`src/inc/chgst_defines.vh`:
```
`ifndef CHGST_DEFINES_VH
`define CHGST_DEFINES_VH
// ****************************************
// Register offsets
// ****************************************
`define CHGST_ADDR_STATUS_MAIN 8'h08
`define CHGST_ADDR_FAULT 8'h09
`define CHGST_ADDR_REGSTAT 8'h0A
`define CHGST_ADDR_PARTINFO 8'h0B
// ****************************************
// Field positions and codes
// ****************************************
`define CHGST_BIT_MASK_VREG 1
`define CHGST_BIT_MASK_IREG 0
`define CHGST_BIT_REG_RST 7
`define CHGST_SRC_NONE 3'h0
`define CHGST_SRC_USB 3'h1
`define CHGST_SRC_ADAPTER 3'h3
`define CHGST_PHASE_IDLE 2'h0
`define CHGST_PHASE_PRE 2'h1
`define CHGST_PHASE_FAST 2'h2
`define CHGST_PHASE_DONE 2'h3
`define CHGST_NTC_NORMAL 3'h0
`define CHGST_NTC_WARM 3'h2
`define CHGST_NTC_COOL 3'h3
`define CHGST_NTC_COLD 3'h5
`define CHGST_NTC_HOT 3'h6
// ****************************************
// Reset values
// ****************************************
`define CHGST_MASK_RST 2'h0
`define CHGST_WDOG_POR 1'h1
`define CHGST_PART_RSVD 3'h4
`define CHGST_ZERO8 8'h00
`define CHGST_INIT_CNT_RST 2'h0
// ****************************************
// Packing and timing counts
// ****************************************
`define CHGST_SYNC_PAD 4'h0
`define CHGST_SYNC_LAT 2'h2
`endif

```
`src/rtl/chgst_sync.v`:
```
`timescale 1ns/1ps
// ****************************************
// Two-flop synchroniser bank
// ****************************************
module chgst_sync #(
  parameter W = 8
) (
  // Clock and reset
  input wire clk_i,
  input wire rst_n_i,
  // Data
  input wire [W-1:0] d_i,
  output reg [W-1:0] q_o
);
  reg [W-1:0] meta_q;

  // First stage read only by the second
  always @(posedge clk_i) begin
    if (!rst_n_i) begin
      meta_q <= {W{1'b0}};
      q_o <= {W{1'b0}};
    end else begin
      meta_q <= d_i;
      q_o <= meta_q;
    end
  end
endmodule // chgst_sync

```
`src/rtl/chgst_regs.v`:
```
`timescale 1ns/1ps
`include "chgst_defines.vh"
// Function
// - Input source reported as 3-bit code: none, USB host, adapter.
// - Charge phase 2-bit code: idle, precharge, fast, terminated.
// - Status bit 2 shows power good where the package supports it.
// - Status bit 1 high while in thermal regulation.
// - Status bit 0 high while regulating system rail at minimum.
// - Fault bit 7 set after watchdog expiry, clear in host mode, POR one.
// - Charge fault 2-bit code: normal, input, thermal shutdown, timer.
// - Thermistor condition 3-bit code: normal, warm, cool, cold, hot.
// - Second-status bit 7 shows input passed poor-source qualification.
// - Second-status bit 3 high while top-off timer counts.
// - Mask bit 1 gates interrupt pulse on entering input-voltage regulation.
// - Mask bit 0 gates interrupt pulse on entering input-current regulation.
// - Writing register-reset bit restores defaults, restarts timer, self-clears.
module chgst_regs #(
  parameter HAS_PG = 1,          // Package variant with power-good reporting
  parameter [3:0] PART_ID = 4'h5 // Arbitrary part number value
) (
  // Clock and reset
  input wire clk_i,
  input wire rst_n_i,
  // Register port from the serial management engine
  input wire [7:0] reg_addr_i,
  input wire reg_wr_i,
  input wire [7:0] reg_wdata_i,
  input wire reg_rd_i,
  output reg [7:0] reg_rdata_o,
  // Charger conditions from analog and charge logic
  input wire [2:0] input_source_type_i,
  input wire [1:0] charge_phase_i,
  input wire power_good_flag_i,
  input wire thermal_regulation_flag_i,
  input wire min_system_regulation_flag_i,
  input wire watchdog_expired_i,
  input wire [1:0] charge_fault_code_i,
  input wire battery_overvoltage_flag_i,
  input wire [2:0] thermistor_condition_code_i,
  input wire input_source_qualified_i,
  input wire input_voltage_reg_flag_i,
  input wire input_current_reg_flag_i,
  input wire topoff_timer_running_i,
  input wire input_overvoltage_flag_i,
  // Outputs to the rest of the device
  output reg irq_pulse_o,
  output reg reg_reset_o,
  output reg safety_timer_restart_o
);
  // ****************************************
  // Helper functions
  // ****************************************
  // Write strobe aimed at one register offset; used by every writable field
  function chgst_wr_hit;
    input wr;
    input [7:0] addr;
    input [7:0] target;
    begin
      chgst_wr_hit = wr && (addr == target);
    end
  endfunction

  // Entry into a regulation loop, unless its mask blocks the pulse
  function chgst_irq_edge;
    input now;
    input prev;
    input mask;
    begin
      chgst_irq_edge = now && !prev && !mask;
    end
  endfunction

  // ****************************************
  // Synchronised condition inputs
  // ****************************************
  wire [23:0] raw_w;
  wire [23:0] sync_w;
  // Twenty condition bits packed from the top; the spare low bits are
  // zero fill so the vector matches the synchroniser width exactly
  assign raw_w = {input_source_type_i, charge_phase_i, power_good_flag_i,
                  thermal_regulation_flag_i, min_system_regulation_flag_i,
                  watchdog_expired_i, charge_fault_code_i,
                  battery_overvoltage_flag_i, thermistor_condition_code_i,
                  input_source_qualified_i, input_voltage_reg_flag_i,
                  input_current_reg_flag_i, topoff_timer_running_i,
                  input_overvoltage_flag_i, `CHGST_SYNC_PAD};

  // Analog flags arrive asynchronously, so every one passes two flops
  chgst_sync #(.W(24)) u_sync (
    .clk_i(clk_i),
    .rst_n_i(rst_n_i),
    .d_i(raw_w),
    .q_o(sync_w)
  );

  wire [2:0] src_w = sync_w[23:21];
  wire [1:0] phase_w = sync_w[20:19];
  wire pg_w = sync_w[18];
  wire therm_w = sync_w[17];
  wire vsys_w = sync_w[16];
  wire wdog_w = sync_w[15];
  wire [1:0] cfault_w = sync_w[14:13];
  wire batov_w = sync_w[12];
  wire [2:0] ntc_w = sync_w[11:9];
  wire qual_w = sync_w[8];
  wire vreg_w = sync_w[7];
  wire ireg_w = sync_w[6];
  wire topoff_w = sync_w[5];
  wire acov_w = sync_w[4];

  // ****************************************
  // Writable state
  // ****************************************
  reg [1:0] mask_q;
  reg wdog_q;
  reg vreg_prev_q;
  reg ireg_prev_q;
  reg [1:0] init_cnt_q;
  wire rst_cmd_w;

  // Only the two mask bits and the reset command bit accept writes
  assign rst_cmd_w = chgst_wr_hit(reg_wr_i, reg_addr_i, `CHGST_ADDR_PARTINFO)
                     && reg_wdata_i[`CHGST_BIT_REG_RST];

  // Masks; register reset returns them to default
  always @(posedge clk_i) begin
    if (!rst_n_i) begin
      mask_q <= `CHGST_MASK_RST;
    end else if (rst_cmd_w) begin
      mask_q <= `CHGST_MASK_RST;
    end else if (chgst_wr_hit(reg_wr_i, reg_addr_i, `CHGST_ADDR_REGSTAT)) begin
      // Upper bits of the write are dropped, the status there stays live
      mask_q <= reg_wdata_i[`CHGST_BIT_MASK_VREG:`CHGST_BIT_MASK_IREG];
    end
  end

  // Command pulses; the reset bit never stores, so it reads back zero
  always @(posedge clk_i) begin
    if (!rst_n_i) begin
      reg_reset_o <= 1'b0;
      safety_timer_restart_o <= 1'b0;
    end else begin
      reg_reset_o <= rst_cmd_w;
      safety_timer_restart_o <= rst_cmd_w;
    end
  end

  // Watchdog flag: one from power-on until the synchroniser holds a real
  // sample; following it any earlier would show the flops' reset zero for
  // a cycle and make a fresh part look as if it were under host control
  always @(posedge clk_i) begin
    if (!rst_n_i) begin
      wdog_q <= `CHGST_WDOG_POR;
      init_cnt_q <= `CHGST_INIT_CNT_RST;
    end else if (init_cnt_q != `CHGST_SYNC_LAT) begin
      init_cnt_q <= init_cnt_q + 2'h1;
    end else begin
      wdog_q <= wdog_w;
    end
  end

  // ****************************************
  // Interrupt pulses
  // ****************************************
  // Edge detectors start from zero, the idle level of both loop flags,
  // so leaving reset with a loop inactive raises no false pulse
  wire vreg_rise_w;
  wire ireg_rise_w;
  assign vreg_rise_w = chgst_irq_edge(vreg_w, vreg_prev_q,
                                      mask_q[`CHGST_BIT_MASK_VREG]);
  assign ireg_rise_w = chgst_irq_edge(ireg_w, ireg_prev_q,
                                      mask_q[`CHGST_BIT_MASK_IREG]);

  // Voltage loop pulses on entry; current loop pulses on entry too,
  // since a level during the whole loop would not be a pulse
  always @(posedge clk_i) begin
    if (!rst_n_i) begin
      vreg_prev_q <= 1'b0;
      ireg_prev_q <= 1'b0;
      irq_pulse_o <= 1'b0;
    end else begin
      vreg_prev_q <= vreg_w;
      ireg_prev_q <= ireg_w;
      irq_pulse_o <= vreg_rise_w || ireg_rise_w;
    end
  end

  // ****************************************
  // Read path
  // ****************************************
  reg [7:0] rdata_d;

  // Live composition of each register on every read; status lags the
  // pins by the two synchroniser cycles, so a code is never half settled
  always @* begin
    rdata_d = `CHGST_ZERO8;
    case (reg_addr_i)
      `CHGST_ADDR_STATUS_MAIN: begin
        rdata_d = {src_w, phase_w,
                   (HAS_PG != 0) ? pg_w : 1'b0,
                   therm_w, vsys_w};
      end
      `CHGST_ADDR_FAULT: begin
        rdata_d = {wdog_q, 1'b0, cfault_w, batov_w, ntc_w};
      end
      `CHGST_ADDR_REGSTAT: begin
        rdata_d = {qual_w, vreg_w, ireg_w, 1'b0, topoff_w, acov_w,
                   mask_q};
      end
      `CHGST_ADDR_PARTINFO: begin
        rdata_d = {1'b0, PART_ID, `CHGST_PART_RSVD};
      end
      default: begin
        rdata_d = `CHGST_ZERO8;
      end
    endcase
  end

  // Read data held in a flop; updated only on a read strobe
  always @(posedge clk_i) begin
    if (!rst_n_i) begin
      reg_rdata_o <= `CHGST_ZERO8;
    end else if (reg_rd_i) begin
      reg_rdata_o <= rdata_d;
    end
  end
endmodule // chgst_regs

```
`config.mk`:
```
export PLATFORM = sky130hd
export DESIGN_NAME = chgst_regs
export DESIGN_NICKNAME = d
export VERILOG_FILES = /design/src/rtl/chgst_sync.v /design/src/rtl/chgst_regs.v
export VERILOG_INCLUDE_DIRS = /design/src /design/src/inc
export SDC_FILE = /design/constraint.sdc
export NUM_CORES = 1
export LEC_CHECK = 0
export BUFFER_PORTS_ARGS = -buffer_cell sky130_fd_sc_hd__buf_4
export CAP_MARGIN = 20
export CORE_ASPECT_RATIO = 0.5
export CORE_MARGIN = 2
export CORE_UTILIZATION = 54
export CTS_CLUSTER_SIZE = 28
export DETAILED_ROUTE_END_ITERATION = 8
export GPL_TIMING_DRIVEN = 1
export PLACE_DENSITY_LB_ADDON = 0.3
export RECOVER_POWER = 25
export SLEW_MARGIN = 0
export SYNTH_ARGS = -nofsm -noshare
export SYNTH_HDL_FRONTEND = slang
export SYNTH_SLANG_ARGS = --single-unit
```
`constraint.sdc`:
```
create_clock -name clk_i -period 2.5 [get_ports clk_i]
set_clock_uncertainty 0.2 [all_clocks]
set_input_delay 0.375 -clock clk_i [delete_from_list [all_inputs] [get_ports clk_i]]
set_output_delay 0.375 -clock clk_i [all_outputs]
set_load 0.05 [all_outputs]
```
======== Word-level counts from Yosys, hierarchy flattened ========
Index checks and enable logic that the tools add are counted.
word-level totals
  flip-flop bits (word level) ............. 65
  output and inout port bits .............. 11
  word-level logic and storage cells ...... 32
operators by class
  add/subtract/negate cells ............... 1
  eq/ne operators ......................... 5
  mux-type cells .......................... 1
  bitwise gates (word level) .............. 1
  reduce and logical (&&, ||, !) cells .... 13
operators by type and width
  operator                                                               number
  8-bit by 4-bit equality test with 1-bit output, second input constant  4
  8-bit case mux with 4 select lines                                     1
  1-bit logical AND                                                      7
  1-bit zero test                                                        4
  2-bit by 1-bit adder with 2-bit output, second input constant          1
  2-bit inequality test, second input constant                           1
  2-bit OR reduction                                                     1
  1-bit logical OR                                                       1
  1-bit NOT                                                              1

======== Logic depth before layout (Yosys ltp) ========
  depth in word-level cells ............... 4
  depth in mapped cells ................... 5

======== Modules after synthesis ========
Synthesis repeated with hierarchy kept, for this count alone.
second synthesis, totals
  cells, all modules ...................... 187
  area total of the unflattened synthesis .. 2174.6 µm²
by module, submodules not included
  module      times used  cells each  area each (µm²)  sequential area each (µm²)
  chgst_sync  1           101         1331.3           960.9
  chgst_regs  1           86          843.3            340.3

======== Worst setup path before layout ========
No wires, ideal clock.
  kind .................................... register to output
  start ................................... register safety_timer_restart_o
  end ..................................... output safety_timer_restart_o
  arrival time ............................ 0.894 ns
  required time ........................... 1.925 ns
  slack ................................... 1.031 ns
  stages on the path, launching flop included .. 2
  path through ............................ dfxtp_1 -> buf_4
RTL lines
  what                      RTL line          text
  start: declaration        chgst_regs.v:48   output reg safety_timer_restart_o
  start signal: assignment  chgst_regs.v:144  safety_timer_restart_o <= rst_cmd_w;
No word-level cell between the ends.

======== Worst setup path in the final report ========
  start ................................... register reg_rdata_o[3]
  end ..................................... output reg_rdata_o[3]
RTL lines
  what                      RTL line          text
  start: declaration        chgst_regs.v:29   output reg [7:0] reg_rdata_o,
  start signal: assignment  chgst_regs.v:222  reg_rdata_o <= `CHGST_ZERO8;
  start signal: assignment  chgst_regs.v:224  reg_rdata_o <= rdata_d;
No word-level cell between the ends.

==> metrics.md <==
| Metric | Value |
|---|---|
| Drt total wl | 3102 µm |
| Initial Util | 55.65% |
| Fin. Hold Viols | 0 |
| Layout cell share with drive strength beyond 1 | 29.28% |
| Post-route cell area | 0.002439 mm² |
| Post-synthesis mux area share | 4.897% |
| Site Rows | 15 |
| R2R cell count | 2 |
| Clk network pwr share | 40.4% |
| Synth warn | 0 |
| Worst hold path cell count | 2 |
| GP Congestion | 0.7368 |
| Compound-Gate Fraction of Synth Area | 7.876% |
| Largest net degree at the start of global routing | 56 |
| CTS tree | done |
| DR iter-0 viols | 48 |
| Setup slack, reg-to-reg | 1.29 ns |
| Arr. time, crit path | 0.88 ns |
| # DRC | 0 |
| CP top delay family | flip-flops |
| Distinct cells, synth | 24 |
| Hold_buf cts | 0 |
| Post-synthesis xor/xnor area fraction | 0.4633% |
| Comb power frac | 9.1% |
| Wire length per cell | 11.36 µm |
| Area growth syn-to-layout | 28.99% |
| FF-to-FF End | irq_pulse_o$_SDFF_PN0_ |
| Setup Viol. Count Final | 0 |
| TritonCTS buffer count | 9 |
| Sw frac | 21.62% |
| Die X | 87.68 µm |
| Worst-Skew Late Latency | 0.32 ns |
| Io pins | 51 |
| RSZ-0062 raised after global routing | false |
| Setup crit end kind | output pin |
| NetSw | 419.6 µW |
| Fin crit period | 1.459 ns |
| Worst path bufs/invs | 1 |
| Grt ovf | 0 |
| HP Class | in2reg |
| Core area | 0.003397 mm² |
| Synth Area per Inst | 11.06 µm² |
| Flop pwr share | 50.5% |
| Crit share post-route | 58.35% |
| First-pass GRT wire length | 4905 µm |
| Status | finished, final reports clean |
| DR vias/cell | 4.689 |
| Final Slew Violations | 0 |
| # resized after CTS | 0 |
| Total Routing Usage GR | 17.21% |
| Initial antenna violation count | 0 |
| Slew margin rel. | 73.83% |
| Hold Path Origin | input_current_reg_flag_i |
| Drt first pass iters | 4 |
| Postcts setup bufs | 0 |
| CP startpoint kind | flop |
| Worst VDD drop | 0.4375 mV |
| WP data required | 1.92 ns |
| Reg2reg start | mask_q[1]$_SDFFE_PP0P_ |
| Largest family of logic cells by synthesized area | simple AND/OR/NAND/NOR gates |
| Final net count | 258 |
| Internal | 1.521 mW |
| CTS clk-pin slew, worst paths | 0.06 ns |
| TNS Setup | 0 ns |
| Least-Margin Pin Slew | 0.3925 ns |
| Critical path class | reg2out |
| Synth Area in Adders | 0.6618% |
| #FFs+latches synth | 57 |
| Num Clock Sinks | 57 |
| Post-route antenna net violation count | 0 |
| H-tree depth | 3 |
| Max Clk Rate | 0.6855 GHz |
| Clock Tree Root | clkbuf_8 |
| Die ar. | 0.004019 mm² |
| Worst Path Max Fanout | 2 |
| Post-Syn Instances | 171 |
| Clk buf depth | 2 |
| Synth Cell Area | 0.001891 mm² |
| Critical path, cell by cell | buf_4 |
| Power density cells | 795.9 mW/mm² |
| Vias in the first global route | 1207 |
| Synthesized-area fraction occupied by and/or/nand/nor cells | 22.70% |
| MaxCap Viol Count | 0 |
| Worst path slowest cell | dfxtp_1 |
| Sequential share of the synthesized area | 60.36% |
| DIE HEIGHT | 45.84 µm |
| Port Buffers | 45 |
| Placed cell area | 0.002246 mm² |
| DP Wirelength | 2062 µm |
| Diode count | 0 |
| Syn nets | 212 |
| End of the worst hold path | u_sync.meta_q[6]$_SDFF_PN0_ |
| P_leak | 1.062 nW |
| Slowest stage delay, CP | 0.35 ns |
| Vias | 1280 |
## flip-flops by register name, indices dropped and copies added, names as in the netlist
signal,flops
mask_q,2
u_sync.meta_q,20
vreg_prev_q,1
u_sync.q_o,20
irq_pulse_o,1
reg_rdata_o,8
wdog_q,1
ireg_prev_q,1
init_cnt_q,2
safety_timer_restart_o,1
## kinds of logic (layout without fill, tap and decap cells)
| logic type | count (synthesis) | after routing |
|---|---|---|
| AOI/OAI and AO/OA | 21 | 21 |
| xor gates and xnor gates | 1 | 1 |
| buffers and inverters | 13 | 64 |
| muxes | 9 | 9 |
| DFF | 57 | 57 |
| and+or+nand+nor | 69 | 69 |
| adders and majority gates | 1 | 1 |
## power groups by stage
stage | Clock, mW | Sequential (mW) | Combinational (mW)
after floorplan | 0 | 0.998 | 0.111
after detailed placement | 0 | 1.00 | 0.179
after global routing | 0.838 | 0.986 | 0.197
after CTS | 0.801 | 0.981 | 0.180
after global placement | 0 | 0.997 | 0.168
final | 0.784 | 0.980 | 0.177
## synth_stat cells
library cell / n / share of area [%]
clkbuf_1: 7 / 1.4
inv_1: 3 / 0.60
a32o_1: 6 / 3.2
mux2i_1: 7 / 3.7
nor2_1: 3 / 0.60
xor2_1: 1 / 0.46
or3b_2: 2 / 0.93
nor4_4: 1 / 1.1
o21ai_0: 6 / 1.6
buf_4: 2 / 0.79
nand2_1: 9 / 1.8
o22ai_1: 2 / 0.66
and4bb_1: 1 / 0.66
dfxtp_1: 57 / 60
nor2b_1: 5 / 1.7
nand4_1: 4 / 1.3
o2bb2ai_1: 3 / 1.4
buf_2: 1 / 0.26
mux2_2: 2 / 1.2
and4_1: 1 / 0.46
a21oi_1: 4 / 1.1
nor3_1: 1 / 0.26
ha_1: 1 / 0.66
and2_1: 42 / 14
## worst max path at each step
stage	from	endpoint	slack (ns)	cells past startpoint
3_3_place_gp	reg_addr_i[5]	reg_rdata_o[0]$_SDFFE_PN0P_	0.82	4
5_1_grt	reg_rdata_o[3]$_SDFFE_PN0P_	reg_rdata_o[3]	1.0	1
4_1_cts	reg_rdata_o[3]$_SDFFE_PN0P_	reg_rdata_o[3]	1.03	1
3_5_place_dp	reg_addr_i[5]	reg_rdata_o[7]$_SDFFE_PN0P_	0.81	4
6_report	reg_rdata_o[3]$_SDFFE_PN0P_	reg_rdata_o[3]	1.04	1
2_1_floorplan	safety_timer_restart_o$_SDFF_PN0_	safety_timer_restart_o	1.03	1
## placed cells by master (no fill, tap or decap), types with 3 or more instances in the layout
master / synthesis / final
nor2_1: 3 / 3
o21ai_0: 6 / 6
a21oi_1: 4 / 4
inv_1: 3 / 3
nand2_1: 9 / 9
a32o_1: 6 / 6
and2_1: 42 / 42
nand4_1: 4 / 4
clkbuf_8: 0 / 13
o2bb2ai_1: 3 / 3
buf_4: 2 / 45
nor2b_1: 5 / 5
mux2i_1: 7 / 7
dfxtp_1: 57 / 57
## routing by layer
| layer | track usage [%] | vias up | routed length [µm] | part of all wire (%) |
|---|---|---|---|---|
| li1 | - | 661 | - | - |
| met1 | 17.64 | 577 | 1415 | 46 |
| met2 | 29.55 | 38 | 1442 | 46 |
| met3 | 10.51 | 4 | 218 | 7.0 |
| met4 | 6.462 | 0 | 25 | 0.81 |
| met5 | 0 | - | 0 | 0 |
## metrics by stage
step / util, % / std cells / worst slack [ns] / hold slack (ns) / power, mW
2_1_floorplan: - / 171 / 1.031 / 0.2119 / 1.109
5_1_grt: 71.79 / 273 / 0.9980 / 0.03575 / 2.022
3_5_place_dp: 66.11 / 257 / 0.8111 / 0.2193 / 1.180
3_3_place_gp: 66.11 / 257 / 0.8245 / 0.2167 / 1.166
6_report: 71.79 / 273 / 1.041 / 0.05682 / 1.941
4_1_cts: 71.79 / 273 / 1.029 / 0.04161 / 1.962
## final cells by class
cell class                      count  area, µm²
Fill cell                         255      958.4
Clock buffer                       14      182.7
Multi-Input combinational cell    101      691.9
Tap cell                           51      63.81
Sequential cell                    57       1141
Timing Repair Buffer               45      337.8
Clock inverter                      2      10.01
Inverter                            3      11.26
Power figures use the tool's default switching activity.
